File: src/design/ufc_pkg.sv
// Constants, levels and types for the UART queue and flow control block
package ufc_pkg;
    localparam int QDEPTH = 16;
    localparam int QAW = 4;
    localparam logic [5:0] ADR_DATA = 6'h00;
    localparam logic [5:0] ADR_IER = 6'h04;
    localparam logic [5:0] ADR_FCR = 6'h08;
    localparam logic [5:0] ADR_LCR = 6'h0C;
    localparam logic [5:0] ADR_EFR = 6'h10;
    localparam logic [5:0] ADR_ON1 = 6'h14;
    localparam logic [5:0] ADR_ON2 = 6'h18;
    localparam logic [5:0] ADR_OFF1 = 6'h1C;
    localparam logic [5:0] ADR_OFF2 = 6'h20;
    localparam logic [5:0] ADR_STAT = 6'h24;
    localparam logic [7:0] REG_RST = 8'h00;
    localparam logic [7:0] LCR_UNLOCK = 8'hBF;
    localparam int FCR_EN = 0;
    localparam int FCR_RXCLR = 1;
    localparam int FCR_TXCLR = 2;
    localparam int FCR_TXT = 4;
    localparam int FCR_RXT = 6;
    localparam int EFR_TXT = 4;
    localparam int EFR_SPEC = 5;
    localparam int EFR_ARTS = 6;
    localparam int EFR_ACTS = 7;
    localparam int IER_RX = 0;
    localparam int IER_TX = 1;
    localparam int IER_OFF = 5;
    localparam int IER_RTS = 6;
    localparam int IER_CTS = 7;
    localparam logic [2:0] ID_TO = 3'h6;
    localparam logic [2:0] ID_RX = 3'h2;
    localparam logic [2:0] ID_TX = 3'h1;
    localparam logic [2:0] ID_NONE = 3'h0;
    localparam logic [5:0] TO_BASE = 6'h0C;
    localparam logic [3:0] WL_MIN = 4'h5;
    localparam logic [4:0] LV_0 = 5'h00;
    localparam logic [4:0] LV_1 = 5'h01;
    localparam logic [4:0] LV_4 = 5'h04;
    localparam logic [4:0] LV_8 = 5'h08;
    localparam logic [4:0] LV_14 = 5'h0E;

    typedef enum logic [1:0] {
        FL_IDLE = 2'b00,
        FL_FIRST = 2'b01,
        FL_SECOND = 2'b10
    } ufc_fl_e;

    function automatic logic [4:0] ufc_trig(input logic [1:0] c);
        unique case (c)
            2'b00: ufc_trig = LV_1;
            2'b01: ufc_trig = LV_4;
            2'b10: ufc_trig = LV_8;
            2'b11: ufc_trig = LV_14;
        endcase
    endfunction : ufc_trig

    function automatic logic [4:0] ufc_up(input logic [1:0] c);
        unique case (c)
            2'b00: ufc_up = LV_4;
            2'b01: ufc_up = LV_8;
            2'b10: ufc_up = LV_14;
            2'b11: ufc_up = LV_14;
        endcase
    endfunction : ufc_up

    function automatic logic [4:0] ufc_dn(input logic [1:0] c);
        unique case (c)
            2'b00: ufc_dn = LV_0;
            2'b01: ufc_dn = LV_1;
            2'b10: ufc_dn = LV_4;
            2'b11: ufc_dn = LV_8;
        endcase
    endfunction : ufc_dn
endpackage : ufc_pkg

File: src/design/ufc_queue.sv
// Sixteen-entry character queue built from flip-flops
`timescale 1ns/1ps
module ufc_queue (
    input wire logic ref_clk,
    input wire logic sys_rst,
    input wire logic clk_en,
    input wire logic flush,
    input wire logic push,
    input wire logic [7:0] push_data,
    input wire logic pop,
    output logic [7:0] head,
    output logic [4:0] count,
    output logic full,
    output logic empty
);
    localparam int QAW = ufc_pkg::QAW;
    logic [7:0] mem [ufc_pkg::QDEPTH];
    logic [ufc_pkg::QAW-1:0] wr_ptr;
    logic [ufc_pkg::QAW-1:0] rd_ptr;
    wire do_push = push & ~full;
    wire do_pop = pop & ~empty;

    assign full = count[4];
    assign empty = (count == 5'h00);
    assign head = mem[rd_ptr];

    always_ff @(posedge ref_clk) begin
        if (clk_en && do_push) begin
            mem[wr_ptr] <= push_data;
        end
    end

    always_ff @(posedge ref_clk) begin
        if (sys_rst) begin
            wr_ptr <= '0;
            rd_ptr <= '0;
            count <= 5'h00;
        end else if (clk_en) begin
            if (flush) begin
                wr_ptr <= '0;
                rd_ptr <= '0;
                count <= 5'h00;
            end else begin
                wr_ptr <= wr_ptr + QAW'(do_push);
                rd_ptr <= rd_ptr + QAW'(do_pop);
                count <= count + 5'(do_push) - 5'(do_pop);
            end
        end
    end
endmodule : ufc_queue

File: src/design/ufc_top.sv
// UART queues with hardware and software flow control, Wishbone slave
//
// Added by the designer: register access over Wishbone and the placing of the registers.
`timescale 1ns/1ps
module ufc_top (
    input wire logic ref_clk,
    input wire logic sys_rst,
    input wire logic clk_en,
    input wire logic wb_cyc_i,
    input wire logic wb_stb_i,
    input wire logic wb_we_i,
    input wire logic [5:0] wb_adr_i,
    input wire logic [3:0] wb_sel_i,
    input wire logic [31:0] wb_dat_i,
    output logic [31:0] wb_dat_o,
    output logic wb_ack_o,
    input wire logic rx_valid,
    input wire logic [7:0] rx_data,
    input wire logic rx_stop_mid,
    input wire logic bit_tick,
    input wire logic tx_busy,
    output logic [7:0] tx_data,
    output logic tx_load,
    input wire logic cts_n,
    output logic rts_n,
    output logic irq
);
    localparam logic [7:0] REG_RST = ufc_pkg::REG_RST;
    logic [7:0] fifo_control_reg, int_enable_reg, line_control_reg, enhanced_feature_reg, on1, on2, off1, off2;
    logic cts_s1, cts_s2, cts_s3;
    logic suspended, sent_off, flag_char, flag_flow;
    logic [5:0] to_cnt;
    logic hold_v, hold_plain, hold_off;
    logic [7:0] hold_c;
    ufc_pkg::ufc_fl_e fl_state;
    logic fl_off;

    // Bus decode
    wire req = wb_cyc_i & wb_stb_i & ~wb_ack_o;
    wire wr = req & wb_we_i & wb_sel_i[0];
    wire rd = req & ~wb_we_i;
    wire [7:0] wd = wb_dat_i[7:0];
    wire ext_ok = (line_control_reg == ufc_pkg::LCR_UNLOCK);
    wire wr_data = wr & (wb_adr_i == ufc_pkg::ADR_DATA);
    wire wr_ier = wr & (wb_adr_i == ufc_pkg::ADR_IER);
    wire wr_fcr = wr & (wb_adr_i == ufc_pkg::ADR_FCR);
    wire wr_lcr = wr & (wb_adr_i == ufc_pkg::ADR_LCR);
    wire wr_efr = wr & ext_ok & (wb_adr_i == ufc_pkg::ADR_EFR);
    wire wr_on1 = wr & ext_ok & (wb_adr_i == ufc_pkg::ADR_ON1);
    wire wr_on2 = wr & ext_ok & (wb_adr_i == ufc_pkg::ADR_ON2);
    wire wr_off1 = wr & ext_ok & (wb_adr_i == ufc_pkg::ADR_OFF1);
    wire wr_off2 = wr & ext_ok & (wb_adr_i == ufc_pkg::ADR_OFF2);
    wire rd_data = rd & (wb_adr_i == ufc_pkg::ADR_DATA);
    wire rd_isr = rd & (wb_adr_i == ufc_pkg::ADR_FCR);

    wire fen = fifo_control_reg[ufc_pkg::FCR_EN];
    wire fen_chg = wr_fcr & (wd[ufc_pkg::FCR_EN] != fen);
    wire rx_flush = fen_chg | (wr_fcr & wd[ufc_pkg::FCR_RXCLR]);
    wire tx_flush = fen_chg | (wr_fcr & wd[ufc_pkg::FCR_TXCLR]);

    wire [7:0] rx_head, tx_head;
    wire [4:0] rx_cnt, tx_cnt;
    wire rx_full, rx_empty, tx_full, tx_empty;
    logic rx_push;
    logic [7:0] rx_push_d;
    wire tx_pop;

    wire rx_room = fen ? ~rx_full : rx_empty;
    wire tx_room = fen ? ~tx_full : tx_empty;

    // Word-length compare mask
    wire [1:0] wl = line_control_reg[1:0];
    wire [7:0] cmask = 8'hFF >> (2'h3 - wl);
    wire [7:0] rc = rx_data & cmask;
    wire m_on1 = (rc == (on1 & cmask));
    wire m_on2 = (rc == (on2 & cmask));
    wire m_off1 = (rc == (off1 & cmask));
    wire m_off2 = (rc == (off2 & cmask));

    wire spec = enhanced_feature_reg[ufc_pkg::EFR_SPEC];
    wire sw_rx = |enhanced_feature_reg[1:0];
    wire dbl_rx = &enhanced_feature_reg[1:0];
    wire off_a = enhanced_feature_reg[1] ? m_off1 : m_off2;
    wire on_a = enhanced_feature_reg[1] ? m_on1 : m_on2;
    wire hold_hit = hold_off ? m_off2 : m_on2;
    logic off_match, on_match, spec_match;
    logic next_hold_v, next_hold_plain, next_hold_off;
    logic [7:0] next_hold_c;

    // Receive character steering
    always_comb begin
        rx_push = 1'b0;
        rx_push_d = rx_data;
        off_match = 1'b0;
        on_match = 1'b0;
        spec_match = 1'b0;
        next_hold_v = hold_v;
        next_hold_plain = hold_plain;
        next_hold_off = hold_off;
        next_hold_c = hold_c;
        if (rx_valid) begin
            if (spec) begin
                rx_push = 1'b1;
                spec_match = m_off2;
            end else if (sw_rx && !dbl_rx) begin
                off_match = off_a;
                on_match = on_a & ~off_a;
                rx_push = ~off_a & ~on_a;
            end else if (sw_rx && hold_v && !hold_plain && hold_hit) begin
                off_match = hold_off;
                on_match = ~hold_off;
                next_hold_v = 1'b0;
            end else if (sw_rx && (hold_v || m_off1 || m_on1)) begin
                rx_push = hold_v;
                rx_push_d = hold_c;
                next_hold_v = 1'b1;
                next_hold_plain = ~m_off1 & ~m_on1;
                next_hold_off = m_off1;
                next_hold_c = rx_data;
            end else begin
                rx_push = 1'b1;
            end
        end else if (hold_v && hold_plain) begin
            rx_push = 1'b1;
            rx_push_d = hold_c;
            next_hold_v = 1'b0;
        end
    end

    ufc_queue u_rxq (
        .ref_clk(ref_clk),
        .sys_rst(sys_rst),
        .clk_en(clk_en),
        .flush(rx_flush),
        .push(rx_push & rx_room),
        .push_data(rx_push_d),
        .pop(rd_data),
        .head(rx_head),
        .count(rx_cnt),
        .full(rx_full),
        .empty(rx_empty)
    );

    ufc_queue u_txq (
        .ref_clk(ref_clk),
        .sys_rst(sys_rst),
        .clk_en(clk_en),
        .flush(tx_flush),
        .push(wr_data & tx_room),
        .push_data(wd),
        .pop(tx_pop),
        .head(tx_head),
        .count(tx_cnt),
        .full(tx_full),
        .empty(tx_empty)
    );

    wire [1:0] rxt = fifo_control_reg[ufc_pkg::FCR_RXT+:2];
    wire [4:0] rx_lvl = ufc_pkg::ufc_trig(rxt);
    wire rx_hit = (rx_cnt >= rx_lvl);
    wire [4:0] tx_lvl = enhanced_feature_reg[ufc_pkg::EFR_TXT]
        ? ufc_pkg::ufc_trig(fifo_control_reg[ufc_pkg::FCR_TXT+:2]) : ufc_pkg::LV_1;
    wire tx_int = (tx_cnt < tx_lvl);

    wire [3:0] wlen = ufc_pkg::WL_MIN + {2'b00, wl};
    wire [5:0] to_lim = {wlen, 2'b00} + ufc_pkg::TO_BASE;
    wire to_flag = (to_cnt == to_lim) & ~rx_empty & ~rx_hit;

    wire a_cts = enhanced_feature_reg[ufc_pkg::EFR_ACTS];
    wire a_rts = enhanced_feature_reg[ufc_pkg::EFR_ARTS];
    wire cts_rise = cts_s2 & ~cts_s3;
    wire [4:0] rts_up = ufc_pkg::ufc_up(rxt);
    wire [4:0] rts_dn = ufc_pkg::ufc_dn(rxt);
    wire rts_off = a_rts & (rx_cnt >= rts_up);
    wire rts_on = ~a_rts | (rx_cnt <= rts_dn);
    wire next_rts_n = rts_off ? 1'b1 : (rts_on ? 1'b0 : rts_n);
    wire rts_rise = next_rts_n & ~rts_n;

    wire flow_set = (cts_rise & a_cts & int_enable_reg[ufc_pkg::IER_CTS])
        | (rts_rise & int_enable_reg[ufc_pkg::IER_RTS]);
    wire char_set = (off_match & int_enable_reg[ufc_pkg::IER_OFF]) | spec_match;

    // Transmit side
    wire tx_sw = |enhanced_feature_reg[3:2];
    wire dbl_tx = &enhanced_feature_reg[3:2];
    wire want_off = tx_sw & ~sent_off & (rx_cnt > rx_lvl);
    wire want_on = sent_off & (rx_cnt < rx_lvl);
    wire cts_halt = a_cts & cts_s2;
    wire tx_free = ~tx_busy & ~tx_load & ~cts_halt;
    wire fl_busy = (fl_state != ufc_pkg::FL_IDLE);
    wire use_first = dbl_tx | enhanced_feature_reg[3];
    wire [7:0] fl_c1 = fl_off ? (use_first ? off1 : off2)
        : (use_first ? on1 : on2);
    wire [7:0] fl_c2 = fl_off ? off2 : on2;
    wire [7:0] fl_char = (fl_state == ufc_pkg::FL_SECOND) ? fl_c2 : fl_c1;
    wire send_fl = tx_free & fl_busy;
    assign tx_pop = tx_free & ~fl_busy & ~tx_empty & ~suspended;

    // Flow character sequencer
    always_ff @(posedge ref_clk) begin
        if (sys_rst) begin
            fl_state <= ufc_pkg::FL_IDLE;
            fl_off <= 1'b0;
            sent_off <= 1'b0;
        end else if (clk_en) begin
            unique case (fl_state)
                ufc_pkg::FL_IDLE: begin
                    if (want_off || want_on) begin
                        fl_state <= ufc_pkg::FL_FIRST;
                        fl_off <= want_off;
                        sent_off <= want_off;
                    end
                end
                ufc_pkg::FL_FIRST: begin
                    if (send_fl) begin
                        fl_state <= dbl_tx ? ufc_pkg::FL_SECOND
                            : ufc_pkg::FL_IDLE;
                    end
                end
                ufc_pkg::FL_SECOND: begin
                    if (send_fl) begin
                        fl_state <= ufc_pkg::FL_IDLE;
                    end
                end
                default: fl_state <= ufc_pkg::FL_IDLE;
            endcase
        end
    end

    // Transmit load strobe
    always_ff @(posedge ref_clk) begin
        if (sys_rst) begin
            tx_load <= 1'b0;
            tx_data <= REG_RST;
        end else if (clk_en) begin
            tx_load <= send_fl | tx_pop;
            if (send_fl) begin
                tx_data <= fl_char;
            end else if (tx_pop) begin
                tx_data <= tx_head;
            end
        end
    end

    // Control registers
    always_ff @(posedge ref_clk) begin
        if (sys_rst) begin
            fifo_control_reg <= REG_RST;
            int_enable_reg <= REG_RST;
            line_control_reg <= REG_RST;
            enhanced_feature_reg <= REG_RST;
            on1 <= REG_RST;
            on2 <= REG_RST;
            off1 <= REG_RST;
            off2 <= REG_RST;
        end else if (clk_en) begin
            if (wr_fcr) fifo_control_reg <= wd & 8'hF1;
            if (wr_ier) int_enable_reg <= wd;
            if (wr_lcr) line_control_reg <= wd;
            if (wr_efr) enhanced_feature_reg <= wd;
            if (wr_on1) on1 <= wd;
            if (wr_on2) on2 <= wd;
            if (wr_off1) off1 <= wd;
            if (wr_off2) off2 <= wd;
        end
    end

    // Flow state, flags and timers
    always_ff @(posedge ref_clk) begin
        if (sys_rst) begin
            cts_s1 <= 1'b0;
            cts_s2 <= 1'b0;
            cts_s3 <= 1'b0;
            rts_n <= 1'b0;
            suspended <= 1'b0;
            flag_char <= 1'b0;
            flag_flow <= 1'b0;
            to_cnt <= 6'h00;
            hold_v <= 1'b0;
            hold_plain <= 1'b0;
            hold_off <= 1'b0;
            hold_c <= REG_RST;
        end else if (clk_en) begin
            cts_s1 <= cts_n;
            cts_s2 <= cts_s1;
            cts_s3 <= cts_s2;
            rts_n <= next_rts_n;
            hold_v <= next_hold_v;
            hold_plain <= next_hold_plain;
            hold_off <= next_hold_off;
            hold_c <= next_hold_c;
            suspended <= off_match | (suspended & ~on_match);
            flag_char <= char_set | (flag_char & ~on_match & ~rd_isr);
            flag_flow <= flow_set | (flag_flow & ~rd_isr);
            if (rx_stop_mid || rd_data) begin
                to_cnt <= 6'h00;
            end else if (bit_tick && !rx_empty && to_cnt != to_lim) begin
                to_cnt <= to_cnt + 6'h01;
            end
        end
    end

    // Status read values
    wire pend_rx = int_enable_reg[ufc_pkg::IER_RX] & (rx_hit | to_flag);
    wire pend_tx = int_enable_reg[ufc_pkg::IER_TX] & tx_int;
    wire pend = pend_rx | pend_tx | flag_char | flag_flow;
    wire [2:0] isr_id = (int_enable_reg[ufc_pkg::IER_RX] & to_flag) ? ufc_pkg::ID_TO
        : pend_rx ? ufc_pkg::ID_RX
        : pend_tx ? ufc_pkg::ID_TX : ufc_pkg::ID_NONE;
    wire [7:0] int_status_reg = {{2{fen}}, flag_flow, flag_char, isr_id, ~pend};
    wire [7:0] stat = {4'h0, sent_off, suspended, cts_s2, rts_n};
    wire [31:0] rd_mux =
        (wb_adr_i == ufc_pkg::ADR_DATA) ? {24'h0, rx_head}
        : (wb_adr_i == ufc_pkg::ADR_IER) ? {24'h0, int_enable_reg}
        : (wb_adr_i == ufc_pkg::ADR_FCR) ? {24'h0, int_status_reg}
        : (wb_adr_i == ufc_pkg::ADR_LCR) ? {24'h0, line_control_reg}
        : (wb_adr_i == ufc_pkg::ADR_EFR && ext_ok) ? {24'h0, enhanced_feature_reg}
        : (wb_adr_i == ufc_pkg::ADR_ON1 && ext_ok) ? {24'h0, on1}
        : (wb_adr_i == ufc_pkg::ADR_ON2 && ext_ok) ? {24'h0, on2}
        : (wb_adr_i == ufc_pkg::ADR_OFF1 && ext_ok) ? {24'h0, off1}
        : (wb_adr_i == ufc_pkg::ADR_OFF2 && ext_ok) ? {24'h0, off2}
        : (wb_adr_i == ufc_pkg::ADR_STAT)
            ? {8'h0, stat, 3'h0, rx_cnt, 3'h0, tx_cnt}
        : 32'h0000_0000;

    // Bus answer and interrupt output
    always_ff @(posedge ref_clk) begin
        if (sys_rst) begin
            wb_ack_o <= 1'b0;
            wb_dat_o <= 32'h0000_0000;
            irq <= 1'b0;
        end else if (clk_en) begin
            wb_ack_o <= req;
            if (rd) begin
                wb_dat_o <= rd_mux;
            end
            irq <= pend;
        end
    end
endmodule : ufc_top

File: config.mk
export PLATFORM = sky130hd
export DESIGN_NAME = ufc_top
export DESIGN_NICKNAME = d
export VERILOG_FILES = /design/src/design/ufc_pkg.sv /design/src/design/ufc_queue.sv /design/src/design/ufc_top.sv
export SDC_FILE = /design/constraint.sdc
export NUM_CORES = 1
export LEC_CHECK = 0
export ABC_AREA = 1
export ABC_CLOCK_PERIOD_IN_PS = 3900
export BUFFER_PORTS_ARGS = -buffer_cell sky130_fd_sc_hd__buf_2
export CAP_MARGIN = 40
export CORE_MARGIN = 2
export CORE_UTILIZATION = 45
export CTS_CLUSTER_DIAMETER = 80
export CTS_CLUSTER_SIZE = 10
export DETAILED_ROUTE_END_ITERATION = 6
export HOLD_SLACK_MARGIN = 0.15
export SLEW_MARGIN = 0
export SYNTH_ARGS = -nofsm -noshare
export SYNTH_HDL_FRONTEND = slang
export SYNTH_SLANG_ARGS = --single-unit
File: constraint.sdc
create_clock -name ref_clk -period 3.9 [get_ports ref_clk]
set_clock_uncertainty 0.1 [all_clocks]
set_input_delay 0 -clock ref_clk [delete_from_list [all_inputs] [get_ports ref_clk]]
set_output_delay 0 -clock ref_clk [all_outputs]
set_load 0.02 [all_outputs]
; ---- After elaboration in Yosys (flattened, before gate mapping)
; Memories as Yosys holds them, arrays and structs flattened. A register that Yosys moved wholly into a read port is not among the register bits.
; Index checks and enable logic that the tools add are counted.
[totals]
word_cells = 319
rom_bits = 0
ff_bits = 157
input_bits = 61
mem_bits_rw = 256
latchBits = 0
mem_count = 2
output_inout_bits = 44
[mem_list]
columns = name, words, width, rd, rd_ports_with_merged_regs, write_ports, line_no
row1 = u_rxq.mem, 16, 8, 1, 1, 1, ufc_queue.sv:17  ; logic [7:0] mem [ufc_pkg::QDEPTH];
row2 = u_txq.mem, 16, 8, 1, 1, 1, ufc_queue.sv:17
[op_classes]
add_sub_neg = 12
div = 0
reduce_logical = 52
n_mux = 81
shift = 1
n_mul = 0
eq_ne = 31
bitwise_logic = 101
order_cmp = 6
[ops]
columns = cell, count
row1 = $mux 20, 10
row2 = $mux 8, 13
row3 = $pmux 5 s4, 3
row4 = $and 1x1->1, 55
row5 = $and 8x8->8, 5
row6 = $mux 1, 34
row7 = $eq 8x8->1, 4
row8 = $mux 4, 8
row9 = $not 1->1, 27
row10 = $reduce_and 2->1, 13
row11 = $eq 6x5->1 const B, 4
row12 = $add 4x1->4, 4
row13 = $logic_and 1x1->1, 15
row14 = $mux 5, 3
row15 = $pmux 5 s3, 1
row16 = $or 1x1->1, 14
row17 = $eq 6x4->1 const B, 2
row18 = $eq 6x6->1 const B, 2
row19 = $mux 6, 2
row20 = $add 5x1->5, 2
row21 = $eq 2x2->1 const B, 5
row22 = $ge 5x5->1, 2
row23 = $logic_not 5->1, 2
row24 = $lt 5x5->1, 2
row25 = other kinds (29), 52

; ---- Longest topological paths before layout
; Gate-level depths: netlist (run 1).
[logic_depth]
word_depth = 17
mapped_depth = 20

; ---- Modules after synthesis
; A second synthesis (run 1) with hierarchy kept.
[hier_totals]
cells_unflattened = 2283
hier_area_um2 = 19591.3
[modules_own_cells]
columns = mod, n_inst, area_each_um2, cells_per_inst
row1 = ufc_top, 1, 7130.6, 1083
row2 = ufc_queue (u_rxq), 1, 6253.5, 600
row3 = ufc_queue (u_txq), 1, 6207.2, 600

; ---- Least setup slack after synthesis (run 1)
; Ideal clock, no wire load.
[synth_timing]
kind = flip-flop to flip-flop
from = reg line_control_reg[1]
to = reg u_rxq.count[4]
slack_ns = 0.906
path_stages_with_launch = 21
setup_time_ns = 0.132
arrival_time_ns = 2.762
required_ns = 3.668
cell_sequence = dfxtp_1 > buf_2 > inv_1 > ha_1 > inv_1 > nand2_1 > nor2_1 > nor2_1 > nand2_1 > o21ai_1 > nand3_1 > nand3_1 > a21boi_0 > ha_1 > inv_1 > fa_1 > o21ai_0 > a21oi_1 > xor2_1 > nand2_1 > a21oi_1
[synth_between]
elab_chain_len = 17
[synth_rtl]
columns = item, line_no
row1 = start: declaration, ufc_top.sv:29  ; logic [7:0] fifo_control_reg, int_enable_reg, line_control_reg, enhanced_feature_reg, on1, on2, off1, off2;
row2 = start signal: assignment, ufc_top.sv:259  ; if (wr_lcr) line_control_reg <= wd;
row3 = $sub 2x2->2 (*), ufc_top.sv:73  ; wire [7:0] cmask = 8'hFF >> (2'h3 - wl);
row4 = $shr 8x2->8 (*), ufc_top.sv:73
row5 = "$and 8x8->8, on equally long branches", "ufc_top.sv:74, ufc_top.sv:77"
row6 = $eq 8x8->1, ufc_top.sv:77  ; wire m_off1 = (rc == (off1 & cmask));
row7 = $logic_or 1x1->1 (2 in series), ufc_top.sv:113  ; end else if (sw_rx && (hold_v || m_off1 || m_on1)) begin
row8 = $logic_and 1x1->1, ufc_top.sv:113
row9 = $mux 1, ufc_top.sv:113
row10 = $mux 1, ufc_top.sv:109  ; end else if (sw_rx && hold_v && !hold_plain && hold_hit) begin
row11 = $mux 1 (*), ufc_top.sv:105  ; end else if (sw_rx && !dbl_rx) begin
row12 = $mux 1 (*), ufc_top.sv:102  ; if (spec) begin
row13 = $mux 1 (*), ufc_top.sv:101  ; if (rx_valid) begin
row14 = $and 1x1->1 (*), ufc_top.sv:135  ; .push(rx_push & rx_room),
row15 = $and 1x1->1 (*), ufc_queue.sv:20  ; wire do_push = push & ~full;
row16 = $add 5x1->5 (*), ufc_queue.sv:46  ; count <= count + 5'(do_push) - 5'(do_pop);
row17 = $sub 5x1->5 (*), ufc_queue.sv:46
row18 = $mux 5 (*), ufc_queue.sv:39  ; if (flush) begin
row19 = end signal: assignment, ufc_queue.sv:46
row20 = end: declaration, ufc_queue.sv:12  ; output logic [4:0] count,
; Mark *: on every way between the ends. The rest lies on a longest branch, timed or not.
; A chain may end at the register's enable or synchronous reset.

; ---- Worst setup path after layout (run 1)
[layout_timing]
from = in wb_adr_i[0]
to = reg to_cnt[1]
[layout_between]
elab_chain_len = 5
[layout_rtl]
columns = item, line_no
row1 = start: declaration, ufc_top.sv:12  ; input wire logic [5:0] wb_adr_i,
row2 = $logic_not 6->1 (*), ufc_top.sv:53  ; wire rd_data = rd & (wb_adr_i == ufc_pkg::ADR_DATA);
row3 = $and 1x1->1 (*), ufc_top.sv:53
row4 = $logic_or 1x1->1 (*), ufc_top.sv:295  ; if (rx_stop_mid || rd_data) begin
row5 = $reduce_bool 2->1 (no line), n/a
row6 = $reduce_and 2->1 (no line), n/a
row7 = end signal: assignment, ufc_top.sv:298  ; to_cnt <= to_cnt + 6'h01;
row8 = end: declaration, ufc_top.sv:32  ; logic [5:0] to_cnt;
; Marks and branches as above.

==> results of run 1 <==
==> worst min path at each step <==
stage	slack, ps	depth (start not counted)	to	startpoint
5_1_grt	350	6	u_txq.wr_ptr[0]	wb_sel_i[0]
3_3_place_gp	150	3	cts_s1	cts_n
2_1_floorplan	-1	0	u_txq.mem[0][0]	wb_dat_i[0]
3_5_place_dp	160	3	cts_s1	cts_n
6_report	330	6	u_txq.wr_ptr[0]	wb_sel_i[0]
4_1_cts	270	6	u_txq.wr_ptr[0]	wb_sel_i[0]
==> routing by layer <==
| metal | track usage | part of all wire | vias to the layer above |
|---|---|---|---|
| met3 | 0.03844 | 0.061 | 108 |
| li1 | - | - | 7503 |
| met1 | 0.3367 | 0.45 | 7354 |
| met5 | 0 | 0.00015 | - |
| met2 | 0.3848 | 0.45 | 514 |
| met4 | 0.09464 | 0.036 | 2 |
==> timing repair <==
item | in CTS | in global routing
endpoints found under the setup margin | 0 | 9
hold buffers | 61 | 0
endpoints found under the hold margin | 370 | 0
resized for setup | 0 | 2
==> logic make-up (layout without fill, tap and decap cells) <==
kind of cell,Yosys count,after routing,synth area share
AO/OA/AOI/OAI,487,487,0.1402
XOR/XNOR,21,21,0.009623
adder cells (fa/ha/maj),41,41,0.02763
buffers and inverters,300,437,0.06514
flip-flops,406,406,0.5593
multiplexers,15,15,0.007855
other,1,15,0.0001962
AND/OR/NAND/NOR,870,871,0.1901
==> cell usage in the layout (no fill, tap or decap), types with 8 or more instances in the layout <==
cell type      count
nor2_2             8
clkbuf_16         50
o221ai_1          12
buf_2             62
buf_4             46
xor2_1            11
a21oi_1          136
inv_2             17
o21ai_1           14
nand2_1          321
nor2_1           373
nand4_1           30
dfxtp_1          145
o21ai_0          254
o211ai_1          47
conb_1            15
dlygate4sd3_1     61
xnor2_1           10
clkbuf_1          27
mux2i_1           15
inv_1            166
edfxtp_1         256
nand3_1          107
ha_1              38
==> synth_stat cells, types with 11 or more instances <==
cell | number | area [um2]
nor2_1 | 373 | 1400
nand2_1 | 321 | 1205
edfxtp_1 | 256 | 7687
o21ai_0 | 254 | 1271
inv_1 | 167 | 626.9
dfxtp_1 | 150 | 3003
a21oi_1 | 136 | 680.7
nand3_1 | 107 | 535.5
clkbuf_1 | 68 | 255.2
o211ai_1 | 47 | 352.8
ha_1 | 39 | 488.0
nand4_1 | 30 | 187.7
buf_4 | 19 | 142.6
buf_2 | 18 | 90.09
inv_2 | 16 | 60.06
mux2i_1 | 15 | 150.1
o21ai_1 | 14 | 70.07
o221ai_1 | 12 | 105.1
xor2_1 | 11 | 96.34
==> final cells by class <==
type / instances / area (um2) / area share
sequential: 406 / 10700 / 0.4863
multi-input combinational: 1450 / 7243 / 0.3293
clock buffer: 79 / 1380 / 0.06275
timing repair buffer: 170 / 1286 / 0.05848
inverter: 187 / 704.4 / 0.03203
tap: 539 / 674.4 / 0.03066
clock inverter: 1 / 8.758 / 0.0003982
==> critical path, cell delays in order <==
cell and delay, ps:
dlygate4sd3_1 530, buf_2 120, nor2_2 60, dlygate4sd3_1 590, nand2_1 160, inv_2 140, nand2_4 110, inv_4 150
nand2_1 140, inv_1 110, nor2_1 50, dlygate4sd3_1 560, a31oi_1 180, dlygate4sd3_1 570, nor2_1 40, dlygate4sd3_1 580
==> power by group through the flow <==
stage	Combinational [mW]	Sequential (mW)	Clock (mW)
3_5_place_dp	0.993	4.80	0
5_1_grt	1.16	4.72	4.27
4_1_cts	1.03	4.71	4.11
6_report	1.04	4.72	4.03
3_3_place_gp	0.965	4.80	0
2_1_floorplan	0.684	4.78	0
==> through the flow <==
| stage | hold slack (ps) | std cells | worst slack (ps) | utilization |
|---|---|---|---|---|
| 6_report | 330.0 | 2832 | 143.0 | 0.5243 |
| 5_1_grt | 349.6 | 2832 | 27.96 | 0.5243 |
| 4_1_cts | 266.6 | 2831 | 145.9 | 0.5240 |
| 3_5_place_dp | 162.1 | 2690 | 460.9 | 0.4763 |
| 3_3_place_gp | 147.0 | 2684 | 475.6 | 0.4750 |
| 2_1_floorplan | -1.131 | 2155 | 905.6 | - |
==> results.py, run 1 <==
metrics = {
    "floorplanning": {
        "rows": 75,
        "die_w_um": 210.1,
        "start_util": 0.4557,
        "ios": 105,
        "die_h_um": 210.1,
        "die-area_mm2": 0.04414,
        "core_area_mm2": 0.04195,
    },
    "power": {
        "ir_drop_v": 0.0002882,
        "power.internal_mw": 7.371,
        "swShare": 0.2466,
        "p_leak_nw": 8.172,
        "powerDensity_mw_per_mm2": 444.8,
        "clkPwrFrac": 0.412,
        "p_sw_mw": 2.412,
        "p_seq_frac": 0.482,
        "power_mw": 9.784,
        "power_frac_comb": 0.106,
    },
    "route": {
        "dr.pass1.iters": 6,
        "first_iter_violations": 1243,
        "postRouteAntennaNets": 0,
        "drc": 0,
        "drt_wl_total_um": 53680,
        "viasPerCell": 5.466,
        "wire_per_inst_um": 18.96,
        "num_vias": 15481,
    },
    "global_routing": {
        "grt_max_degree": 65,
        "grt_first_pass_wirelength_um": 82590,
        "grt_pass1_vias": 14647,
        "grt-ovfl-total": 0,
        "antenna_found_initial": 1,
        "grtUsageTotal": 0.2431,
    },
    "logic_synthesis": {
        "yosys_warnings": 0,
        "synthCells": 2141,
        "ys_ff_latch": 406,
        "synth-main-ff-cell": "edfxtp_1",
        "synthArstFlopShare": 0,
        "synth_edf_count": 256,
        "syn-mean-instance-area_um2": 8.927,
        "synth_cell_types": 50,
        "syn_area_mm2": 0.01911,
        "ys_seq_area_frac": 0.5593,
    },
    "hold_path": {
        "hp-class": "in2reg",
    },
    "timing": {
        "tns_ps": 0,
        "fin_crit_sh": 0.9633,
        "finalMaxSlewViolations": 0,
        "relSlewSlack": 0.4080,
        "setup_viol": 0,
        "max_clock_freq_ghz": 0.2662,
        "tightest_slew_ps": 884.7,
        "hold_viol": 0,
        "period_minus_slack_ps": 3757,
        "rsz0062_at_grt": "no",
    },
    "critical_path": {
        "critPathMaxFanout": 10,
        "startpoint_type": "input port",
        "rr_endpoint": "to_cnt[5]",
        "ff2ff_setup_slack_ps": 190,
        "endpoint_kind": "register",
        "worstPathArrival_ps": 4110,
        "path_class": "in2reg",
        "critical_path_required_ps": 4250,
        "r2r-start": "line_control_reg[0]",
        "endpoint": "to_cnt[1]",
        "reg2reg_depth": 16,
        "critPathLaunch": "wb_adr_i[0]",
    },
    "run_status": {
        "status": "complete, no violations",
    },
    "place": {
        "dpl_cell_area_mm2": 0.01998,
        "port_buffers": 62,
        "dpl.hpwl_um": 35950,
        "place.gp.congestion": 0.9422,
    },
    "job": {
        "cap_viol_max_count": 0,
    },
    "layout": {
        "areaGrowthSynthToFinish_pct": 15.07,
        "fin_area_mm2": 0.02199,
        "nets": 2364,
        "reg_top3": "u_rxq.mem (128), u_txq.mem (128), wb_dat_o (17)",
        "drive_gt1_frac": 0.09638,
        "nFillCells": 3821,
        "diodes": 0,
    },
    "clocking": {
        "path_clk_slew_ps": 50,
        "htreeDepth": 2,
        "clk_latency_ps": 570,
        "clk_path_buf_depth": 3,
        "cts_tree": "built",
        "postCtsSetupRepairBufs": 0,
        "clock-root-buffer": "clkbuf_16",
        "clock_sinks": 406,
        "cts_buffers": 47,
    },
}
Power figures use the tool's default switching activity.
==> run 2: changes to the inputs <==
--- a/config.mk
+++ b/config.mk
@@ -15,6 +15,7 @@
 export CTS_CLUSTER_SIZE = 10
 export DETAILED_ROUTE_END_ITERATION = 6
 export HOLD_SLACK_MARGIN = 0.15
+export PLACE_DENSITY = 0.64
 export SLEW_MARGIN = 0
 export SYNTH_ARGS = -nofsm -noshare
 export SYNTH_HDL_FRONTEND = slang
==> run 2 against run 1 <==
Cell count shrank 0.42%. Wire length fell by 0.35%. Largest cell class unchanged. Hold slack got worse by 36 ps. Clock power shrank 3%. Total power decreased by 1.1%. Critical path type unchanged. Die area did not move. Flip-flop and latch count is the same. Largest power group unchanged. Critical endpoint unchanged. Critical path depth did not move.
==> results.py, run 2 (synthesis gave the netlist of run 1 again) <==
metrics = {
    "route": {
        "wire_per_inst_um": 18.97,
        "dr.pass1.iters": 5,
        "first_iter_violations": 1263,
        "viasPerCell": 5.465,
        "num_vias": 15412,
        "drt_wl_total_um": 53490,
        "postRouteAntennaNets": 0,
        "drc": 0,
    },
    "floorplanning": {
        "rows": 75,
        "start_util": 0.4557,
        "die_h_um": 210.1,
        "ios": 105,
        "die-area_mm2": 0.04414,
        "die_w_um": 210.1,
        "core_area_mm2": 0.04195,
    },
    "global_routing": {
        "grtUsageTotal": 0.2427,
        "grt_pass1_vias": 14693,
        "antenna_found_initial": 1,
        "grt_max_degree": 65,
        "grt-ovfl-total": 0,
        "grt_first_pass_wirelength_um": 82820,
    },
    "clocking": {
        "path_clk_slew_ps": 60,
        "clk_path_buf_depth": 3,
        "htreeDepth": 2,
        "clk_latency_ps": 580,
        "postCtsSetupRepairBufs": 0,
        "cts_tree": "built",
        "clock-root-buffer": "clkbuf_16",
        "clock_sinks": 406,
        "cts_buffers": 46,
    },
    "power": {
        "powerDensity_mw_per_mm2": 443.3,
        "clkPwrFrac": 0.404,
        "p_sw_mw": 2.441,
        "power.internal_mw": 7.237,
        "p_seq_frac": 0.488,
        "p_leak_nw": 8.072,
        "ir_drop_v": 0.0003354,
        "power_frac_comb": 0.108,
        "power_mw": 9.677,
        "swShare": 0.2522,
    },
    "timing": {
        "fin_crit_sh": 0.9507,
        "period_minus_slack_ps": 3708,
        "max_clock_freq_ghz": 0.2697,
        "relSlewSlack": 0.4015,
        "tns_ps": 0,
        "finalMaxSlewViolations": 0,
        "rsz0062_at_grt": "no",
        "tightest_slew_ps": 894.4,
        "setup_viol": 0,
        "worst_slack_ps": 192.1,
        "hold_viol": 0,
    },
    "layout": {
        "layout_commonest_cell": "nor2_1",
        "diodes": 0,
        "drive_gt1_frac": 0.09557,
        "reg_top3": "u_rxq.mem (128), u_txq.mem (128), wb_dat_o (17)",
        "multi_input_area_mm2": 0.007251,
        "final_cell_mix": "nor2_1, nand2_1, edfxtp_1",
        "fin_cells": 2820,
        "utilization": 0.5205,
        "nFillCells": 3874,
        "nets": 2350,
        "seqCellArea_mm2": 0.01070,
        "areaGrowthSynthToFinish_pct": 14.22,
    },
    "run_status": {
        "status": "complete, no violations",
    },
    "critical_path": {
        "worstPathArrival_ps": 4050,
        "startpoint_type": "input port",
        "critical_path_required_ps": 4250,
        "crit_chain": "dlygate4sd3_1 -> buf_2 -> nor2_2 -> dlygate4sd3_1 -> nand2_1 -> inv_2 -> nand2_4 -> inv_4 -> nand2_2 -> inv_1 -> nor2_1 -> dlygate4sd3_1 -> a31oi_1 -> dlygate4sd3_1 -> nor2_1 -> dlygate4sd3_1",
        "path_class": "in2reg",
        "crit_path_max_incr_delay_ps": 590,
        "critPathMaxFanout": 10,
        "endpoint_kind": "register",
        "cpMostUsedCell": "dlygate4sd3_1",
        "cpMaxStageDelayCell": "dlygate4sd3_1",
    },
    "job": {
        "cap_viol_max_count": 0,
    },
    "place": {
        "place.gp.congestion": 0.9564,
        "dpl.hpwl_um": 35840,
        "port_buffers": 62,
        "dp.cells": 2688,
        "pre_cts_slack_ps": 452.9,
    },
    "hold_path": {
        "hp-class": "in2reg",
    },
}
-- run 2: cell count changes in the layout (fill, tap and decap cells not counted), sizes merged --
cell,before,now
buf,109,107
clkbuf,79,78
dlygate4sd3,61,50
inv,184,186
-- run 2: power by group through the flow --
stage | clock network (mW) | logic (mW) | registers [mW]
detailed placement | 0 | 0.996 | 4.82
floorplan | 0 | 0.684 | 4.78
CTS | 3.97 | 1.04 | 4.73
global placement | 0 | 0.959 | 4.82
finish | 3.91 | 1.04 | 4.73
global route | 4.13 | 1.16 | 4.74
-- run 2: path summary, 6_finish.rpt --
check	start	slack (ps)	cells past startpoint	end
worst max register to register	line_control_reg[0]	270	16	hold_c[4]
worst min register to register	tx_data[2]	360	2	tx_data[2]
worst min-delay path	wb_sel_i[0]	290	6	u_txq.wr_ptr[0]
worst max-delay path	wb_adr_i[1]	190	16	to_cnt[1]
-- run 2: layout make-up --
type,instances,share of cell area
clock inverters,3,0.001547
repair buffers,157,0.05410
clock buffers,78,0.05914
inverters,187,0.03227
multi-input cells,1450,0.3321
well taps,539,0.03089
flip-flops and latches,406,0.4899
-- run 2: critical path: cells and delay by family --
| family | cells | cell delay [ps] |
|---|---|---|
| and+or+nand+nor | 6 | 570 |
| buffers and inverters | 9 | 3330 |
| AOI/OAI and AO/OA | 1 | 160 |
-- run 2: layer usage --
layer  GRT usage  vias up  routed length [um]
met2      0.3939      501               24890
li1            -     7492                   -
met4     0.09269        0                1805
met1      0.3281     7307               23380
met5           0        -                   0
met3     0.03889      112                3417
-- run 2: what timing repair did --
item | in CTS | in global routing
hold buffers | 51 | 0
resized for setup | 0 | 4
setup endpoints to repair | 0 | 4
endpoints found under the hold margin | 384 | 0
-- run 2: metrics by stage --
step                hold WS [ps]  cell area (um2)
global route               341.4            21830
finish                     293.6            21830
detailed placement         167.6            19990
CTS                        267.2            21820
global placement           130.8            19910
floorplan                 -1.131            19170
==> run 3: changes to the inputs <==
--- a/config.mk
+++ b/config.mk
@@ -5,7 +5,7 @@
 export SDC_FILE = /design/constraint.sdc
 export NUM_CORES = 1
 export LEC_CHECK = 0
-export ABC_AREA = 1
+export ABC_AREA = 0
 export ABC_CLOCK_PERIOD_IN_PS = 3900
 export BUFFER_PORTS_ARGS = -buffer_cell sky130_fd_sc_hd__buf_2
 export CAP_MARGIN = 40
==> run 3 against run 2 <==
Fmax increased by 0.99%. Sequential share of layout area is 0.97 points higher. Core utilization rose by 0.73 points. Worst setup slack improved by 36 ps. Via count decreased by 18%.
==> results.py, run 3 <==
metrics = {
    "logic_synthesis": {
        "synth-main-ff-cell": "edfxtp_1",
        "synth_area_leaders": "edfxtp_1, dfxtp_1, mux4_2, ha_1, mux2i_1",
        "synth.most_common_cell": "edfxtp_1",
        "synth_cell_types": 75,
        "yosys_warnings": 0,
        "synthCells": 1442,
        "synth_common_cells": "edfxtp_1, dfxtp_1, nor2_1, nand2_1, mux4_2",
        "syn-mean-instance-area_um2": 12.75,
        "ys_ff_latch": 406,
        "ys_seq_area_frac": 0.5814,
        "syn_area_mm2": 0.01839,
        "synth.top_cell.area_share": 0.4181,
        "synth_top_area_cell": "edfxtp_1",
        "synthArstFlopShare": 0,
        "synth_edf_count": 256,
    },
    "critical_path": {
        "critPathMaxFanout": 7,
        "path_class": "in2reg",
        "worstPathArrival_ps": 4030,
        "critical_path_required_ps": 4260,
        "endpoint_kind": "register",
        "startpoint_type": "input port",
    },
    "timing": {
        "relSlewSlack": 0.3506,
        "period_minus_slack_ps": 3671,
        "tightest_slew_ps": 970.5,
        "tns_ps": 0,
        "fin_crit_sh": 0.9414,
        "rsz0062_at_grt": "no",
        "finalMaxSlewViolations": 0,
        "setup_viol": 0,
        "hold_viol": 0,
        "worst_slack_ps": 228.5,
        "max_clock_freq_ghz": 0.2724,
    },
    "layout": {
        "seqCellArea_mm2": 0.01069,
        "areaGrowthSynthToFinish_pct": 16.39,
        "reg_top3": "u_rxq.mem (128), u_txq.mem (128), wb_dat_o (17)",
        "multi_input_area_mm2": 0.007182,
        "layout_commonest_cell": "edfxtp_1",
        "fin_area_mm2": 0.02140,
        "nFillCells": 3402,
        "fin_cells": 2146,
        "diodes": 0,
        "final_cell_mix": "edfxtp_1, dfxtp_1, nor2_1",
        "nets": 1685,
        "drive_gt1_frac": 0.1784,
    },
    "route": {
        "wire_per_inst_um": 22.30,
        "postRouteAntennaNets": 0,
        "first_iter_violations": 1201,
        "num_vias": 12599,
        "drt_wl_total_um": 47860,
        "viasPerCell": 5.871,
        "drc": 0,
        "dr.pass1.iters": 7,
    },
    "clocking": {
        "clk_path_buf_depth": 3,
        "path_clk_slew_ps": 60,
        "clk_latency_ps": 580,
        "postCtsSetupRepairBufs": 0,
        "cts_buffers": 47,
        "cts_tree": "built",
        "htreeDepth": 2,
        "clock-root-buffer": "clkbuf_16",
        "clock_sinks": 406,
    },
    "floorplanning": {
        "ios": 105,
        "core_area_mm2": 0.04055,
        "start_util": 0.4534,
        "die_h_um": 206.1,
        "die-area_mm2": 0.04249,
        "die_w_um": 206.1,
        "rows": 74,
    },
    "hold_path": {
        "hp-class": "in2reg",
    },
    "place": {
        "port_buffers": 62,
        "dpl_cell_area_mm2": 0.01942,
        "dpl.hpwl_um": 32390,
        "pre_cts_slack_ps": 290.4,
        "place.gp.congestion": 0.9117,
        "dp.cells": 2006,
    },
    "power": {
        "powerDensity_mw_per_mm2": 458.1,
        "ir_drop_v": 0.0003796,
        "p_leak_nw": 7.072,
    },
    "global_routing": {
        "grt-ovfl-total": 0,
        "grtUsageTotal": 0.2296,
        "antenna_found_initial": 0,
        "grt_pass1_vias": 12365,
        "grt_first_pass_wirelength_um": 73470,
        "grt_max_degree": 78,
    },
    "job": {
        "cap_viol_max_count": 0,
    },
    "run_status": {
        "status": "complete, no violations",
    },
}
==> run 3: path summary, 6_finish.rpt <==
check	startpoint	endpoint	slack, ps	cells after the start
max	wb_adr_i[5]	off1[7]	230	9
min	wb_sel_i[0]	line_control_reg[7]	280	6
min reg2reg	wb_dat_o[16]	wb_dat_o[16]	350	2
max reg2reg	line_control_reg[1]	u_rxq.count[4]	270	17
==> run 3: routing by layer <==
metal | global-route usage | wire (um) | vias up
met5 | 0 | 0 | -
met4 | 0.08520 | 1576 | 0
met3 | 0.03500 | 2884 | 102
met2 | 0.3875 | 23470 | 488
met1 | 0.3002 | 19930 | 6271
li1 | - | - | 5738
==> run 3: area by class of cell <==
type,instances,share of cell area
Clock buffer,75,0.05987
Multi-Input combinational cell,910,0.3356
Sequential cell,406,0.4996
Tap cell,532,0.03110
Clock inverter,5,0.003391
Inverter,37,0.006489
Timing Repair Buffer,181,0.06396
==> run 3: what timing repair did <==
action,CTS,global route
endpoints found under the setup margin,0,1
hold buffers,60,0
resized for setup,0,3
endpoints found under the hold margin,395,0
==> run 3: worst max-delay path: stages <==
cell and delay (ps):
dlygate4sd3_1 530, buf_2 160, or4b_4 550, dlygate4sd3_1 650, or4_4 570, nor4_4 450
dlygate4sd3_1 820, mux2i_1 240, nor2_1 60
==> run 3: per-stage QoR <==
step,utilization,total power [mW],hold slack (ps)
after global placement,0.4788,5.868,142.9
after detailed placement,0.4790,5.898,148.3
final,0.5277,9.804,278.8
after CTS,0.5272,9.875,263.6
after floorplan,-,5.546,-1.131
after global routing,0.5277,10.18,285.7
==> run 3: report_power, final <==
group | internal [mW] | total (mW) | switching, mW
combinational | 0.480 | 1.11 | 0.634
sequential | 4.64 | 4.74 | 0.102
clock | 2.25 | 3.95 | 1.70
==> run 3: cells by family after synthesis <==
group	share of synthesized area
flip-flops	0.5814
AO/OA/AOI/OAI	0.08465
buffers and inverters	0.03212
other	0.0002039
multiplexers	0.1354
AND/OR/NAND/NOR	0.1147
adder cells (fa/ha/maj)	0.02872
XOR/XNOR	0.02286
